$ cat config.mk
export PLATFORM = sky130hd
export DESIGN_NAME = cwd_watchdog
export DESIGN_NICKNAME = d
export VERILOG_FILES = /design/src/verilog/cwd_pkg.sv /design/src/verilog/cwd_watchdog.sv
export SDC_FILE = /design/constraint.sdc
export NUM_CORES = 1
export LEC_CHECK = 0
export BUFFER_PORTS_ARGS = -buffer_cell sky130_fd_sc_hd__buf_2
export CAP_MARGIN = 40
export CORE_MARGIN = 2
export CORE_UTILIZATION = 55
export DETAILED_ROUTE_END_ITERATION = 16
export GPL_ROUTABILITY_DRIVEN = 0
export HOLD_SLACK_MARGIN = 0.08
export PLACE_DENSITY = 0.81
export SYNTH_ARGS = -nofsm -noshare
export SYNTH_HDL_FRONTEND = slang
export SYNTH_SLANG_ARGS = --single-unit
$ cat constraint.sdc
create_clock -name clk -period 5.3 [get_ports clk]
set_input_delay 0.265 -clock clk [delete_from_list [all_inputs] [get_ports clk]]
set_output_delay 0.265 -clock clk [all_outputs]
set_load 0.05 [all_outputs]
$ cat src/verilog/cwd_pkg.sv
/*
 * cwd_pkg: constants and carrier types for the crystal clocked watchdog.
 * assumes an 8-bit special-function register bus on the core clock.
 */
package cwd_pkg;

	// control register location and reset value
	localparam logic [7:0] CTRL_ADDR    = 8'hC0;
	localparam logic [4:0] CTRL_BIT_BASE = 5'h18;   // bit addresses C0H..C7H
	localparam logic [7:0] CTRL_RESET   = 8'h10;

	// control register field positions
	localparam int SCALE_MSB   = 7;
	localparam int SCALE_LSB   = 4;
	localparam int IRQ_SEL_BIT = 3;
	localparam int STATUS_BIT  = 2;
	localparam int ENABLE_BIT  = 1;
	localparam int UNLOCK_BIT  = 0;

	// timebase
	localparam int  XTAL_HZ        = 32768;
	localparam int  CNT_BITS       = 16;
	localparam int  BASE_SHIFT     = 9;    // 2^9 crystal periods at scale 0
	localparam int  SCALE_MAX_LIN  = 7;
	localparam real BASE_TIMEOUT_MS = 15.6;

	typedef struct packed {
		logic [7:0] addr;      // byte address
		logic       wr;        // byte write strobe
		logic       rd;        // byte read strobe
		logic [7:0] wdata;     // byte write data
		logic       bit_wr;    // bit write strobe, bit address in addr
		logic       bit_val;   // bit write value
	} cwd_sfr_req_t;

	typedef enum logic [0:0] {
		CWD_LOCKED = 1'b0,
		CWD_ARMED  = 1'b1
	} cwd_unlock_t;

endpackage

$ cat src/verilog/cwd_watchdog.sv
/*
 * cwd_watchdog: watchdog supervisor with a crystal-driven 16-bit timebase,
 * locked control register and reset-or-interrupt timeout action.
 * assumes the crystal level arrives as a plain input, slow against clk,
 * and that one register access is presented per strobe cycle.
 * the reset and interrupt pulses leave the block and clear none of its state,
 * so the status flag survives a watchdog reset.
 */
`timescale 1ns/1ps

module cwd_watchdog #(
	parameter int CNT_WIDTH = cwd_pkg::CNT_BITS
) (
	input  wire logic                 clk,            // core clock, 100 MHz
	input  wire logic                 rst_n,          // power-on reset, async, low
	input  wire logic                 xtal_clk,       // 32.768 kHz crystal level
	input  wire cwd_pkg::cwd_sfr_req_t sfr_req,       // register access request
	output logic      [7:0]           sfr_rdata,      // read data, one cycle later
	output logic                      sfr_rvalid,     // read data valid pulse
	output logic      [7:0]           watchdog_control, // control register value
	output logic                      timeout_status_flag, // sticky timeout flag
	output logic                      wd_reset_req,   // system reset request pulse
	output logic                      wd_irq          // watchdog interrupt pulse
);

	// longest linear scale code needs the full counter
	if (CNT_WIDTH < cwd_pkg::BASE_SHIFT + cwd_pkg::SCALE_MAX_LIN) begin : g_width_check
		$error("CNT_WIDTH too small for the longest timeout");
	end

	// terminal count for a scale code
	function automatic logic [CNT_WIDTH-1:0] limit_of(input logic [2:0] code);
		logic [CNT_WIDTH:0] span;
		span = '0;
		span[cwd_pkg::BASE_SHIFT] = 1'b1;
		span = span << code;
		return CNT_WIDTH'(span - 1'b1);
	endfunction

	function automatic logic is_ctrl_bit(input logic [7:0] a);
		return a[7:3] == cwd_pkg::CTRL_BIT_BASE;
	endfunction

	function automatic logic is_ctrl_byte(input logic [7:0] a);
		return a == cwd_pkg::CTRL_ADDR;
	endfunction

	logic [7:0]           ctrl_reg;
	logic [7:0]           ctrl_next;
	logic [CNT_WIDTH-1:0] count_reg;
	logic [1:0]           xtal_sync_reg;
	logic                 xtal_prev_reg;
	logic                 xtal_tick;
	cwd_pkg::cwd_unlock_t unlock_reg;
	logic                 ctrl_access;
	logic                 any_access;
	logic [7:0]           write_data;
	logic                 write_accepted;
	logic                 refresh;
	logic                 enabled;
	logic [3:0]           scale;
	logic                 timeout;
	logic                 reset_reg;
	logic                 irq_reg;
	logic [7:0]           rdata_reg;
	logic                 rvalid_reg;
	logic                 count_clear;
	logic                 action_irq;
	logic                 read_hit;

	assign scale   = ctrl_reg[cwd_pkg::SCALE_MSB:cwd_pkg::SCALE_LSB];
	assign enabled = ctrl_reg[cwd_pkg::ENABLE_BIT];

	// two-flop synchroniser; first stage feeds only the second
	always_ff @(posedge clk or negedge rst_n) begin
		if (!rst_n) begin
			xtal_sync_reg <= 2'h0;
		end else begin
			xtal_sync_reg <= {xtal_sync_reg[0], xtal_clk};
		end
	end

	// previous synchronised level; idles low like the pin
	always_ff @(posedge clk or negedge rst_n) begin
		if (!rst_n) begin
			xtal_prev_reg <= 1'b0;
		end else begin
			xtal_prev_reg <= xtal_sync_reg[1];
		end
	end
	assign xtal_tick = xtal_sync_reg[1] & ~xtal_prev_reg;

	// register access decode
	always_comb begin
		ctrl_access = 1'b0;
		write_data  = ctrl_reg;
		if (sfr_req.wr && is_ctrl_byte(sfr_req.addr)) begin
			ctrl_access = 1'b1;
			write_data  = sfr_req.wdata;
		end else if (sfr_req.bit_wr && is_ctrl_bit(sfr_req.addr)) begin
			ctrl_access = 1'b1;
			write_data[sfr_req.addr[2:0]] = sfr_req.bit_val;
		end
	end
	assign any_access = sfr_req.wr | sfr_req.rd | sfr_req.bit_wr;

	// double-write unlock
	assign write_accepted = ctrl_access && unlock_reg == cwd_pkg::CWD_ARMED;
	always_ff @(posedge clk or negedge rst_n) begin
		if (!rst_n) begin
			unlock_reg <= cwd_pkg::CWD_LOCKED;
		end else begin
			case (unlock_reg)
				cwd_pkg::CWD_LOCKED: begin
					if (ctrl_access && write_data[cwd_pkg::UNLOCK_BIT])
						unlock_reg <= cwd_pkg::CWD_ARMED;
				end
				cwd_pkg::CWD_ARMED: begin
					if (any_access)
						unlock_reg <= cwd_pkg::CWD_LOCKED;
				end
				default: unlock_reg <= cwd_pkg::CWD_LOCKED;
			endcase
		end
	end

	assign refresh = write_accepted && write_data[cwd_pkg::ENABLE_BIT];

	// counter restarts when off, on refresh and after each timeout
	assign count_clear = !enabled || refresh || timeout;

	// timeout detection
	always_comb begin
		timeout = 1'b0;
		if (enabled && xtal_tick) begin
			if (scale[3])
				timeout = 1'b1;
			else if (count_reg == limit_of(scale[2:0]))
				timeout = 1'b1;
		end
	end

	// control register; hardware set of the status flag beats a clear
	always_comb begin
		ctrl_next = ctrl_reg;
		if (write_accepted) begin
			ctrl_next = write_data;
			ctrl_next[cwd_pkg::UNLOCK_BIT] = 1'b0;
		end
		if (timeout)
			ctrl_next[cwd_pkg::STATUS_BIT] = 1'b1;
	end

	always_ff @(posedge clk or negedge rst_n) begin
		if (!rst_n) begin
			ctrl_reg <= cwd_pkg::CTRL_RESET;
		end else begin
			ctrl_reg <= ctrl_next;
		end
	end

	// timebase counter
	always_ff @(posedge clk or negedge rst_n) begin
		if (!rst_n) begin
			count_reg <= '0;
		end else if (count_clear) begin
			count_reg <= '0;
		end else if (xtal_tick) begin
			count_reg <= count_reg + 1'b1;
		end
	end

	// scale codes 8 and above always reset, whatever the select bit
	assign action_irq = !scale[3] && ctrl_reg[cwd_pkg::IRQ_SEL_BIT];

	always_ff @(posedge clk or negedge rst_n) begin
		if (!rst_n) begin
			reset_reg <= 1'b0;
		end else begin
			reset_reg <= timeout && !action_irq;
		end
	end

	always_ff @(posedge clk or negedge rst_n) begin
		if (!rst_n) begin
			irq_reg <= 1'b0;
		end else begin
			irq_reg <= timeout && action_irq;
		end
	end

	// read port; every read strobe is answered, whatever its address
	assign read_hit = sfr_req.rd && is_ctrl_byte(sfr_req.addr);

	always_ff @(posedge clk or negedge rst_n) begin
		if (!rst_n) begin
			rvalid_reg <= 1'b0;
		end else begin
			rvalid_reg <= sfr_req.rd;
		end
	end

	// unmapped addresses read as zero
	always_ff @(posedge clk or negedge rst_n) begin
		if (!rst_n) begin
			rdata_reg <= 8'h00;
		end else if (read_hit) begin
			rdata_reg <= ctrl_reg;
		end else begin
			rdata_reg <= 8'h00;
		end
	end

	assign sfr_rdata           = rdata_reg;
	assign sfr_rvalid          = rvalid_reg;
	assign watchdog_control    = ctrl_reg;
	assign timeout_status_flag = ctrl_reg[cwd_pkg::STATUS_BIT];
	assign wd_reset_req        = reset_reg;
	assign wd_irq              = irq_reg;

endmodule // cwd_watchdog
Word-level counts from Yosys, hierarchy flattened
Cells that the tools add are included.

Register bits: 38.

$add $sub $neg: 2. Mux-type cells: 18. Equal/unequal tests: 3. Order comparisons: 2. Reduce and logical (&&, ||, !) cells: 22. Shift operators: 1. Bitwise operators: 5.

Operator list (number): $mux 16 (2); $mux 8 (3); $add 16x1->16 const B (1); $eq 16x16->1 (1); $shl 10x3->16 const A (1); $sub 16x1->16 const B (1); $logic_and 1x1->1 (11); $mux 1 (9); $bwmux 8 (1); $eq 8x8->1 const B (1); $reduce_bool 2->1 (3); $eq 5x5->1 const B (1); $lt 3x4->1 const B (1); $reduce_and 2->1 (2); $demux 1 s3 (1); $ge 3x1->1 const B (1); $logic_not 1->1 (3); $mux 3 (1); $reduce_bool 3->1 (1); $logic_or 1x1->1 (2); $not 1->1 (2); $or 1x1->1 (2); $pmux 1 s2 (1); $and 1x1->1 (1).

Logic depth before layout (Yosys ltp)
Gate-level depths: netlist of run 1.

Depth after elaboration: 11. Mapped depth: 8.

Worst setup path after synthesis of run 1
No wires, ideal clock.

Path type: register -> register. From: reg ctrl_reg[4], in the netlist watchdog_control[4]. To: reg count_reg[10]. Required time: 5.181 ns. Setup time: 0.119 ns. Setup slack: 3.230 ns. Arrival time: 1.951 ns. Buffers on the path: 2. Period minus slack after synthesis: 2.070 ns. Stages on the path, launching flop included: 8. Cells stage by stage: dfstp_2 clkbuf_1 nor4bb_1 a21o_1 o2111ai_1 o21ai_2 buf_6 nor2_1.

Longest elaborated chain between the ends: 8.

RTL lines: start: declaration (RTL line cwd_watchdog.sv:48) `logic [7:0] ctrl_reg;`; start signal: assignment (RTL line cwd_watchdog.sv:156) `ctrl_reg <= cwd_pkg::CTRL_RESET;`; start signal: assignment (RTL line cwd_watchdog.sv:158) `ctrl_reg <= ctrl_next;`; $shl 10x3->16 (*) (RTL line cwd_watchdog.sv:36) `span = span << code;`; $sub 16x1->16 (*) (RTL line cwd_watchdog.sv:37) `return CNT_WIDTH'(span - 1'b1);`; $eq 16x16->1 (*) (RTL line cwd_watchdog.sv:138) `else if (count_reg == limit_of(scale[2:0]))`; $mux 1 (*) (RTL line cwd_watchdog.sv:138); $mux 1 (*) (RTL line cwd_watchdog.sv:136) `if (scale[3])`; $mux 1 (*) (RTL line cwd_watchdog.sv:135) `if (enabled && xtal_tick) begin`; $logic_or 1x1->1 (*) (RTL line cwd_watchdog.sv:130) `assign count_clear = !enabled || refresh || timeout;`; $mux 16 / $reduce_bool 2->1 (equally long branches); end signal: assignment (RTL line cwd_watchdog.sv:169) `count_reg <= count_reg + 1'b1;`; end: declaration (RTL line cwd_watchdog.sv:50) `logic [CNT_WIDTH-1:0] count_reg;`.

Every way passes the cells marked *; elsewhere a longest branch is shown, timed or not. A chain may end at the register's enable or synchronous reset.

Worst setup path in the final report of run 1
From: reg xtal_sync_reg[1]. To: reg count_reg[6].

Longest elaborated chain between the ends: 5.

RTL lines: start: declaration (RTL line cwd_watchdog.sv:51) `logic [1:0] xtal_sync_reg;`; start signal: assignment (RTL line cwd_watchdog.sv:79) `xtal_sync_reg <= {xtal_sync_reg[0], xtal_clk};`; $and 1x1->1 (*) (RTL line cwd_watchdog.sv:91) `assign xtal_tick = xtal_sync_reg[1] & ~xtal_prev_reg;`; $logic_and 1x1->1 (RTL line cwd_watchdog.sv:135); $mux 1 (RTL line cwd_watchdog.sv:135); $logic_or 1x1->1 (RTL line cwd_watchdog.sv:130); $mux 16 / $reduce_bool 2->1 (equally long branches).

Marks and branches as above.

==> metrics, run 1 <==
status=complete, no violations; share of layout cells above drive strength 1=a little under a quarter; Mapped Area=0.001936 mm²; Pre-antenna DRT Iters=4; Worst EP required=5.50 ns; M1 WL=1867 µm; Post-synth EDFFs=0; Port Buf Inserts=40; Seq/Total Area, Yosys=47.90%; max incr delay on CP=0.57 ns; I/O pins=43; TritonCTS clock tree=built; RSZ-0062 raised after global routing=no; vias in the first global route=1423; first-pass GRT wire length=6610 µm; Cell Chain, Critical Path=nor2b_1, and3_1, o2111ai_1, o21ai_2, nor2_1; Max Cap Viol=0; P&R area growth vs syn=15.00%; Residual DRC=0; post-synth top area cell=dfrtp_1; ys flop type=dfrtp_1; most frequent cell after synthesis=dfrtp_1; ranking of synthesized cells by area=dfrtp_1 47%, xnor2_1 5.0%, nor2_1 4.8%, a21oi_1 4.1%, and3_1 3.9%; total negative slack=0 ns; post-CTS setup buffer count=0; CP Launch Type=register; Max Used Layer=met4; CTS Buffer Depth=2; period utilization=44.22%; Reg clk slew, reported paths=0.10 ns; Die Y=63.33 µm; initial antenna violation count=0; Ys Warns=0; met2 wire length=around 1800 µm; DPL Wire Length=2740 µm; width of the die=63.33 µm; final hold vios=0; CTS root buf=clkbuf_4; Tot GR Track Use=a little over a fifth; PostCTS Resize Cnt=0; fin nets=270; Filler cells=294; Starting Density=57.55%; max FFs per register=16; Synth Instances=206; WP data arrival=2.55 ns; total power=0.4644 mW; Hold WC Path Type=input pin to register; Inserted Clock Buffers=5; die area=0.004010 mm²; most frequent cells after synthesis=36 x dfrtp_1, 25 x nor2_1, 16 x a21oi_1, 16 x nand2_1, 12 x and3_1; CP max-delay cell=nor2b_1; Worst VDD drop=~0.14 mV; share of flip-flops with an asynchronous set or reset=between 90% and 100%; fin crit period=2.344 ns; clk_lat worst skew=0.34 ns; Worst-Margin Slew=about 0.76 ns; fmax=426.7 MHz; Yosys reg bits=37; cell area power density=208.7 mW/mm²; Core Footprint=roughly 0.0034 mm²; final number of setup-violating endpoints=0; Reg2Reg Setup Slack=2.96 ns; worst hold slack=approximately 0.21 ns; count of cell types in the netlist=between 40 and 50; Synth top area share=roughly 47%; row cnt=21; drt total wl=between 3000 and 4000 µm; max-slew violations=0; relative slew slack=49.11%; Ant. Diodes=0; Initial DRC Count=108; Crit Path Max Fanout=16; H-tree levels=2; WL/cell=roughly 13 µm; largest net degree at the start of global routing=38; Clock Skew=0.006987 ns; Worst setup EP type=register; Crit Path Category=register to register; synthesized area per cell=roughly 9.4 µm²; Pleak=between 1 and 1.5 nW; vias per inst=around 5.5; Routed Antenna Nets=0; met3 WL post-DR=around 160 µm; via count=1601; CTS sink count=37; global route total overflow=0
-- where the power goes --
group	total [mW]	switching, mW	internal, mW
combinational	0.0382	0.0250	0.0132
clock	0.141	0.0912	0.0500
sequential	0.285	0.00111	0.284
total	0.464	0.117	0.347
-- cells by family (layout without fill, tap and decap cells) --
logic type / Yosys count / count (layout) / synth area share, %
simple gates: 89 / 89 / 23.79
xor+xnor: 17 / 17 / 7.692
compound gates: 40 / 40 / 13.12
fa+ha+maj: 1 / 1 / 0.6463
flops: 37 / 37 / 47.90
mux: 3 / 3 / 1.551
buf+inv: 18 / 58 / 5.106
other cells: 1 / 2 / 0.1937
-- final cells by class --
| type | instances | area [µm²] | area share (%) |
|---|---|---|---|
| Clock buffer | 5 | 37.54 | 1.686 |
| Clock inverter | 3 | 17.52 | 0.7870 |
| Inverter | 5 | 18.77 | 0.8432 |
| Multi-Input combinational cell | 152 | 919.6 | 41.32 |
| Sequential cell | 37 | 927.1 | 41.65 |
| Tap cell | 46 | 57.56 | 2.586 |
| Timing Repair Buffer | 45 | 247.7 | 11.13 |
-- per-layer routing --
layer / up-vias / global-route usage [%]
met3: 5 / 7.321
met4: 0 / 7.609
met5: - / 0
li1: 803 / -
met1: 757 / 29.99
met2: 36 / 31.18
-- worst paths after layout --
check,end,depth (start not counted),startpoint
min in group asynchronous,watchdog_control[5]$_DFFE_PN0P_,2,rst_n
max reg2reg,count_reg[6]$_DFFE_PN0P_,5,xtal_sync_reg[1]$_DFF_PN0_
max in group asynchronous,sfr_rdata[4]$_DFF_PN0_,2,rst_n
max,count_reg[6]$_DFFE_PN0P_,5,xtal_sync_reg[1]$_DFF_PN0_
min reg2reg,xtal_sync_reg[1]$_DFF_PN0_,0,xtal_sync_reg[0]$_DFF_PN0_
min,watchdog_control[4]$_DFFE_PN1P_,3,sfr_req[6]
-- cell usage in the layout, fill, tap and decap left out, types with 6 or more instances in the layout --
master   netlist  layout
buf_2          3      40
dfrtp_1       36      36
nor2_1        25      25
nand2_1       16      16
a21oi_1       16      16
and3_1        12      12
xnor2_1       11      11
o21ai_0        7       7
nand3_1        7       7
nand4_1        6       6
xor2_1         6       6
-- per-stage QoR --
stage | setup WS (ns) | util, % | std cells | cell area, µm²
4_1_cts | 2.980 | 65.89 | 292 | 2216
2_1_floorplan | 3.230 | - | 207 | 1939
3_5_place_dp | 2.970 | 63.65 | 282 | 2141
5_1_grt | 2.759 | 66.18 | 293 | 2226
6_report | 2.956 | 66.18 | 293 | 2226
3_3_place_gp | 3.022 | 63.13 | 280 | 2123
-- critical path, delay by kind of cell, from the launching register on --
| kind | cells | cell delay, ns |
|---|---|---|
| AND/OR/NAND/NOR | 3 | 1.07 |
| flip-flops | 1 | 0.38 |
| AO/OA/AOI/OAI | 2 | 0.75 |
-- repair_timing --
item | 4_1_cts | 5_1_grt
endpoints found under the hold margin | 37 | 1
setup endpoints to repair | 0 | 0
hold buffers | 2 | 1
(Power assumes the default switching activity.)
==> run 2, diff against run 1 <==
--- a/config.mk
+++ b/config.mk
@@ -8,11 +8,11 @@
 export BUFFER_PORTS_ARGS = -buffer_cell sky130_fd_sc_hd__buf_2
 export CAP_MARGIN = 40
 export CORE_MARGIN = 2
-export CORE_UTILIZATION = 55
+export CORE_UTILIZATION = 53
 export DETAILED_ROUTE_END_ITERATION = 16
 export GPL_ROUTABILITY_DRIVEN = 0
 export HOLD_SLACK_MARGIN = 0.08
-export PLACE_DENSITY = 0.81
+export PLACE_DENSITY = 0.78
 export SYNTH_ARGS = -nofsm -noshare
 export SYNTH_HDL_FRONTEND = slang
 export SYNTH_SLANG_ARGS = --single-unit
==> constraint.sdc (replaced) <==
create_clock -name clk -period 2.3 [get_ports clk]
set_input_delay 0.115 -clock clk [delete_from_list [all_inputs] [get_ports clk]]
set_output_delay 0.115 -clock clk [all_outputs]
set_load 0.05 [all_outputs]
==> run 2 against run 1 <==
  * Sequential power grew 130%
  * Clock power grew to 2.5 times the previous value
  * Wire length rose by 1.7%
  * Sequential share of layout area is 0.62 points lower
  * Cell area grew 1.5%
  * Critical endpoint is now wd_reset_req$_DFF_PN0_
  * Largest power group unchanged
  * Critical path type unchanged
  * Highest routed layer unchanged
  * Largest cell class unchanged
==> metrics, run 2 (same netlist as run 1, synthesis figures left out) <==
Residual DRC=0 (unchanged); initial antenna violation count=0 (unchanged); row cnt=21 (unchanged); Pint=0.8383 mW (was 0.3471 mW); FF-to-FF path depth=5 (unchanged); Worst VDD drop=0.3292 mV (was 0.1379 mV); CTS root buf=clkbuf_4 (unchanged); CP max-delay cell=dfrtp_1 (was nor2b_1); Starting Density=56.67% (was 57.55%); Die Y=64.43 µm (was 63.33 µm); H-tree levels=2 (unchanged); endpoint with the worst hold slack=watchdog_control[1]$_DFFE_PN0P_ (was watchdog_control[4]$_DFFE_PN1P_); Max Cap Viol=0 (unchanged); Inserted Clock Buffers=5 (unchanged); CP top delay family=simple AND/OR/NAND/NOR gates (unchanged); Worst EP required=2.55 ns (was 5.50 ns); most common cell after layout, fill and taps aside=buf_2 (unchanged); TritonCTS clock tree=built (unchanged); Initial DRC Count=112 (was 108); M1 WL=1880 µm (was 1867 µm); width of the die=64.43 µm (was 63.33 µm); vias in the first global route=1431 (was 1423); fin nets=274 (was 270); die area=0.004151 mm² (was 0.004010 mm²); Reg clk slew, reported paths=0.10 ns (about the same); WP data arrival=2.23 ns (was 2.55 ns); vias per inst=5.364 (was 5.464); CTS Buffer Depth=2 (unchanged); max-slew violations=0 (unchanged); Tot GR Track Use=20.86% (was 21.48%); global route total overflow=0 (unchanged); commonest non-fill, non-tap cells in the layout=40 x buf_2, 36 x dfrtp_1, 25 x nor2_1 (unchanged); Clock power frac=32.1% (was 30.4%); HP Start=sfr_req[3] (was sfr_req[6]); WL/cell=13.13 µm (was 13.09 µm); Cell Chain, Critical Path=or4_1, o311ai_0, o2111ai_1, or2_1, o31ai_1 (was nor2b_1, and3_1, o2111ai_1, o21ai_2, nor2_1); r2r startpoint=watchdog_control[6]$_DFFE_PN0P_ (was xtal_sync_reg[1]$_DFF_PN0_); clk_lat worst skew=0.34 ns (about the same); largest net degree at the start of global routing=38 (unchanged); Worst setup EP type=register (unchanged); period utilization=85.83% (was 44.22%); CTS sink count=37 (unchanged); Ant. Diodes=0 (unchanged); share of layout cells above drive strength 1=22.71% (was 22.67%); Crit Path Max Fanout=14 (was 16); final number of setup-violating endpoints=0 (unchanged); Pre-antenna DRT Iters=4 (unchanged); met2 wire length=1793 µm (was 1770 µm); fin crit period=1.974 ns (was 2.344 ns); Max Used Layer=met4 (unchanged); I/O pins=43 (unchanged); max FFs per register=16 (unchanged); sw frac=23.93% (was 25.26%); Worst-Margin Slew=0.7923 ns (was 0.7634 ns); final core occ=66.15% (was 66.18%); Port Buf Inserts=40 (unchanged); P_sw=0.2637 mW (was 0.1173 mW); status=complete, no violations (unchanged); final hold vios=0 (unchanged); cell area power density=487.7 mW/mm² (was 208.7 mW/mm²); max incr delay on CP=0.55 ns (was 0.57 ns); first-pass GRT wire length=6665 µm (was 6610 µm); Reg power frac=59.6% (was 61.4%); drt total wl=3900 µm (was 3835 µm); Routed Antenna Nets=0 (unchanged); Reg-to-Reg End=wd_reset_req$_DFF_PN0_ (was count_reg[6]$_DFFE_PN0P_); fmax=506.6 MHz (was 426.7 MHz); met3 WL post-DR=169 µm (was 157 µm); Hold WC Path Type=input pin to register (unchanged); Pleak=1.056 nW (was 1.036 nW); worst hold path cell count=3 (unchanged); Core Footprint=0.003416 mm² (was 0.003363 mm²); Crit Path Category=register to register (unchanged); Reg2Reg Setup Slack=0.33 ns (was 2.96 ns); CP Launch Type=register (unchanged); Crit path buffers/inverters=0 (unchanged); P&R area growth vs syn=16.74% (was 15.00%); DPL Wire Length=2808 µm (was 2740 µm); Logic pwr share=8.3% (was 8.2%); via count=1593 (was 1601); relative slew slack=47.18% (was 49.11%); PostCTS Resize Cnt=0 (unchanged); RSZ-0062 raised after global routing=no (unchanged); total negative slack=0 ns (unchanged); Clock Skew=0.006168 ns (was 0.006987 ns)
==> run 2: cell count changes in the layout (fill, tap and decap cells not counted), sizes merged <==
cell | before | now
clkinvlp | 1 | 0
clkdlybuf4s18 | 1 | 0
clkbuf | 5 | 8
clkinv | 2 | 0
dlygate4sd3 | 3 | 4
buf | 41 | 45
==> run 2: power groups by stage <==
stage	combinational, mW	clock, mW	sequential, mW
final	0.0917	0.354	0.657
after global routing	0.103	0.391	0.658
after CTS	0.0925	0.362	0.657
after detailed placement	0.0871	0	0.670
after global placement	0.0858	0	0.669
after floorplan	0.0420	0	0.674
==> run 2: worst max-delay path by stage <==
stage                                    startpoint                  endpoint  depth (start not counted)
detailed placement  watchdog_control[6]$_DFFE_PN0P_    wd_reset_req$_DFF_PN0_                          5
finish              watchdog_control[6]$_DFFE_PN0P_    wd_reset_req$_DFF_PN0_                          5
floorplan           watchdog_control[4]$_DFFE_PN1P_  count_reg[8]$_DFFE_PN0P_                          7
global route        watchdog_control[6]$_DFFE_PN0P_    wd_reset_req$_DFF_PN0_                          5
CTS                 watchdog_control[6]$_DFFE_PN0P_    wd_reset_req$_DFF_PN0_                          5
global placement    watchdog_control[6]$_DFFE_PN0P_    wd_reset_req$_DFF_PN0_                          5
==> run 2: final cells by class <==
| type | count | area [µm²] |
|---|---|---|
| flip-flops and latches | 37 | 927.1 |
| inverters | 5 | 18.77 |
| multi-input cells | 152 | 919.6 |
| fillers | 306 | 1156 |
| well taps | 46 | 57.56 |
| clock buffers | 8 | 58.81 |
| repair buffers | 49 | 277.8 |
==> run 2: timing repair <==
item                      4_1_cts  5_1_grt
setup buffers                   0        0
hold endpoints to repair       42        0
hold buffers                    4        0
==> run 2: metrics by stage <==
step	hold WS, ns	area, µm²	setup slack, ns	std cells	total power, mW
detailed placement	0.2252	2161	0.3525	285	0.7567
global route	0.09528	2260	0.1379	297	1.152
floorplan	-0.1806	1939	0.2303	207	0.7159
finish	0.09030	2260	0.3259	297	1.102
global placement	0.2258	2161	0.3658	285	0.7553
CTS	0.08932	2260	0.3344	297	1.112
==> run 2: routing by layer <==
metal	vias up	track usage (%)
met5	-	0
met4	0	7.713
met3	8	5.382
met2	33	30.73
met1	736	29.75
li1	816	-
==> run 2: tightest hold or removal path, stage by stage <==
cell and delay [ns]:
buf_2 0.09, o21bai_1 0.07, a21oi_1 0.13
==> run 3, diff against run 2 <==
--- a/config.mk
+++ b/config.mk
@@ -7,12 +7,13 @@
 export LEC_CHECK = 0
 export BUFFER_PORTS_ARGS = -buffer_cell sky130_fd_sc_hd__buf_2
 export CAP_MARGIN = 40
+export CORE_ASPECT_RATIO = 1.25
 export CORE_MARGIN = 2
-export CORE_UTILIZATION = 53
+export CORE_UTILIZATION = 48
 export DETAILED_ROUTE_END_ITERATION = 16
 export GPL_ROUTABILITY_DRIVEN = 0
 export HOLD_SLACK_MARGIN = 0.08
-export PLACE_DENSITY = 0.78
+export PLACE_DENSITY = 0.75
 export SYNTH_ARGS = -nofsm -noshare
 export SYNTH_HDL_FRONTEND = slang
 export SYNTH_SLANG_ARGS = --single-unit
==> constraint.sdc (replaced) <==
create_clock -name clk -period 1.6 [get_ports clk]
set_input_delay 0.08 -clock clk [delete_from_list [all_inputs] [get_ports clk]]
set_output_delay 0.08 -clock clk [all_outputs]
set_load 0.05 [all_outputs]
==> run 3 against run 2 <==
  * The run now ends with setup timing left
  * Cell count rose by 12%
  * Global-route usage is 1.2 points higher
  * Power grew 55%
  * Non-clock buffer count increased by 29
  * Critical path depth did not move
  * Setup slack lost 0.53 ns
  * Clock-buffer cell count down 3
  * Fmax increased by 9.5%
  * Die area increased by 9.8%
  * Wire length grew 17%
  * Critical endpoint unchanged
  * Largest cell class is now multi-input gates
  * Largest power group unchanged
==> metrics, run 3 (same netlist as run 1, synthesis figures left out) <==
Core Footprint=0.003816 mm² (was 0.003416 mm²); Pre-antenna DRT Iters=4 (unchanged); Pleak=1.224 nW (was 1.056 nW); RSZ-0062 raised after global routing=yes (was no); relative slew slack=48.69% (was 47.18%); max FFs per register=16 (unchanged); Port Buf Inserts=40 (unchanged); final hold vios=0 (unchanged); H-tree levels=2 (unchanged); Crit Path Max Fanout=3 (was 14); failing checks=setup timing; die area=0.004559 mm² (was 0.004151 mm²); total negative slack=-3.210 ns (was 0 ns); P&R area growth vs syn=32.84% (was 16.74%); clk_lat worst skew=0.29 ns (was 0.34 ns); via count=1791 (was 1593); Inserted Clock Buffers=5 (unchanged); worst hold path cell count=3 (unchanged); width of the die=60.80 µm (was 64.43 µm); CTS sink count=37 (unchanged); I/O pins=43 (unchanged); row cnt=25 (was 21); DPL Wire Length=3318 µm (was 2808 µm); Routed Antenna Nets=0 (unchanged); Setup crit end=wd_reset_req$_DFF_PN0_ (unchanged); Reg clk slew, reported paths=0.07 ns (was 0.10 ns); total power=1.711 mW (was 1.102 mW); final number of setup-violating endpoints=19 (was 0); start point of the critical path=count_reg[10]$_DFFE_PN0P_ (was watchdog_control[6]$_DFFE_PN0P_); Reg-to-Reg End=wd_reset_req$_DFF_PN0_ (unchanged); WL/cell=13.61 µm (was 13.13 µm); commonest non-fill, non-tap cells in the layout=40 x buf_2, 34 x dfrtp_1, 32 x buf_4 (was 40 x buf_2, 36 x dfrtp_1, 25 x nor2_1); FF-to-FF path depth=5 (unchanged); most common cell after layout, fill and taps aside=buf_2 (unchanged); CTS Buffer Depth=2 (unchanged); Hold WC Path Type=input pin to register (unchanged); Crit Path Category=register to register (unchanged); Ant. Diodes=0 (unchanged); share of layout cells above drive strength 1=37.14% (was 22.71%); setup ws final=-0.2030 ns (was 0.3259 ns); first-pass GRT wire length=7507 µm (was 6665 µm); Clock Skew=0.005172 ns (was 0.006168 ns); fin nets=303 (was 274); global route total overflow=0 (unchanged); period utilization=112.7% (was 85.83%); TritonCTS clock tree=built (unchanged); drt total wl=4546 µm (was 3900 µm); r2r startpoint=count_reg[10]$_DFFE_PN0P_ (was watchdog_control[6]$_DFFE_PN0P_); fin crit period=1.803 ns (was 1.974 ns); status=complete, but fails checks (was complete, no violations); Die Y=75.00 µm (was 64.43 µm); CTS root buf=clkbuf_8 (was clkbuf_4); Filler cells=305 (was 306); Initial DRC Count=63 (was 112); Worst-Margin Slew=0.7696 ns (was 0.7923 ns); Worst EP required=1.80 ns (was 2.55 ns); CP Launch Type=register (unchanged); Worst setup EP type=register (unchanged); max-slew violations=0 (unchanged); largest net degree at the start of global routing=38 (unchanged); Reg2Reg Setup Slack=-0.20 ns (was 0.33 ns); Residual DRC=0 (unchanged); vias in the first global route=1663 (was 1431); Starting Density=50.72% (was 56.67%); WP data arrival=2.00 ns (was 2.23 ns); Worst VDD drop=0.6512 mV (was 0.3292 mV); Max Cap Viol=0 (unchanged); vias per inst=5.362 (was 5.364); fmax=554.6 MHz (was 506.6 MHz); initial antenna violation count=0 (unchanged); Tot GR Track Use=22.05% (was 20.86%); cell area power density=665.4 mW/mm² (was 487.7 mW/mm²)
run 3: cell types whose count changed in the layout (fill, tap and decap cells not counted), sizes merged:
| cell | previous run | this run |
|---|---|---|
| buf | 45 | 75 |
| clkbuf | 8 | 5 |
| clkinv | 0 | 2 |
| clkinvlp | 0 | 1 |
| dlygate4sd3 | 4 | 3 |
run 3: layout make-up:
cell class / count / area [µm²] / area share (%)
clock inverter: 3 / 17.52 / 0.6813
timing repair buffer: 78 / 504.2 / 19.61
multi-input combinational: 152 / 964.7 / 37.52
clock buffer: 5 / 68.82 / 2.676
tap: 54 / 67.56 / 2.628
inverter: 5 / 18.77 / 0.7299
sequential: 37 / 929.6 / 36.16
run 3: worst min-delay path by stage:
stage | slack [ns] | endpoint | start
after floorplan | -0.22 | count_reg[0]$_DFFE_PN0P_ | rst_n
after global placement | 0.19 | xtal_sync_reg[0]$_DFF_PN0_ | xtal_clk
after detailed placement | 0.20 | count_reg[7]$_DFFE_PN0P_ | rst_n
after CTS | 0.08 | watchdog_control[4]$_DFFE_PN1P_ | sfr_req[6]
after global routing | 0.11 | watchdog_control[4]$_DFFE_PN1P_ | sfr_req[6]
final | 0.09 | watchdog_control[4]$_DFFE_PN1P_ | sfr_req[6]
run 3: routing by layer:
layer	global-route usage, %	wire, µm	up-vias
met5	0	0	-
met4	7.246	77	0
met3	4.983	235	8
met2	34.77	2320	51
met1	30.03	1912	853
li1	-	-	879
run 3: metrics by stage:
step	worst slack [ns]	hold WS (ns)	util [%]	instances	cell area (µm²)
2_1_floorplan	-0.3253	-0.2156	-	207	1961
3_3_place_gp	-0.1590	0.1946	62.82	322	2397
3_5_place_dp	-0.1727	0.1965	62.82	322	2397
4_1_cts	-0.1536	0.08325	66.79	334	2549
5_1_grt	-0.2385	0.1061	67.38	334	2571
6_report	-0.2030	0.08751	67.38	334	2571
run 3: repair_timing:
item | 4_1_cts | 5_1_grt
setup buffers | 1 | 0
resized for setup | 7 | 8
hold endpoints to repair | 38 | 0
pin swaps | 3 | 3
endpoints found under the setup margin | 19 | 19
hold buffers | 3 | 0
run 3: power by group:
group / leakage [nW] / switching [mW] / internal [mW] / total [mW]
clock: 0.0439 / 0.322 / 0.300 / 0.622
combinational: 0.685 / 0.0878 / 0.0568 / 0.145
sequential: 0.496 / 0.00302 / 0.941 / 0.944
run 3: critical path, cell delays in order, from the launching register on:
cell	delay, ns
dfrtp_1	0.40
or4_1	0.54
o311ai_2	0.10
o2111ai_2	0.21
or2_4	0.29
o31ai_1	0.18
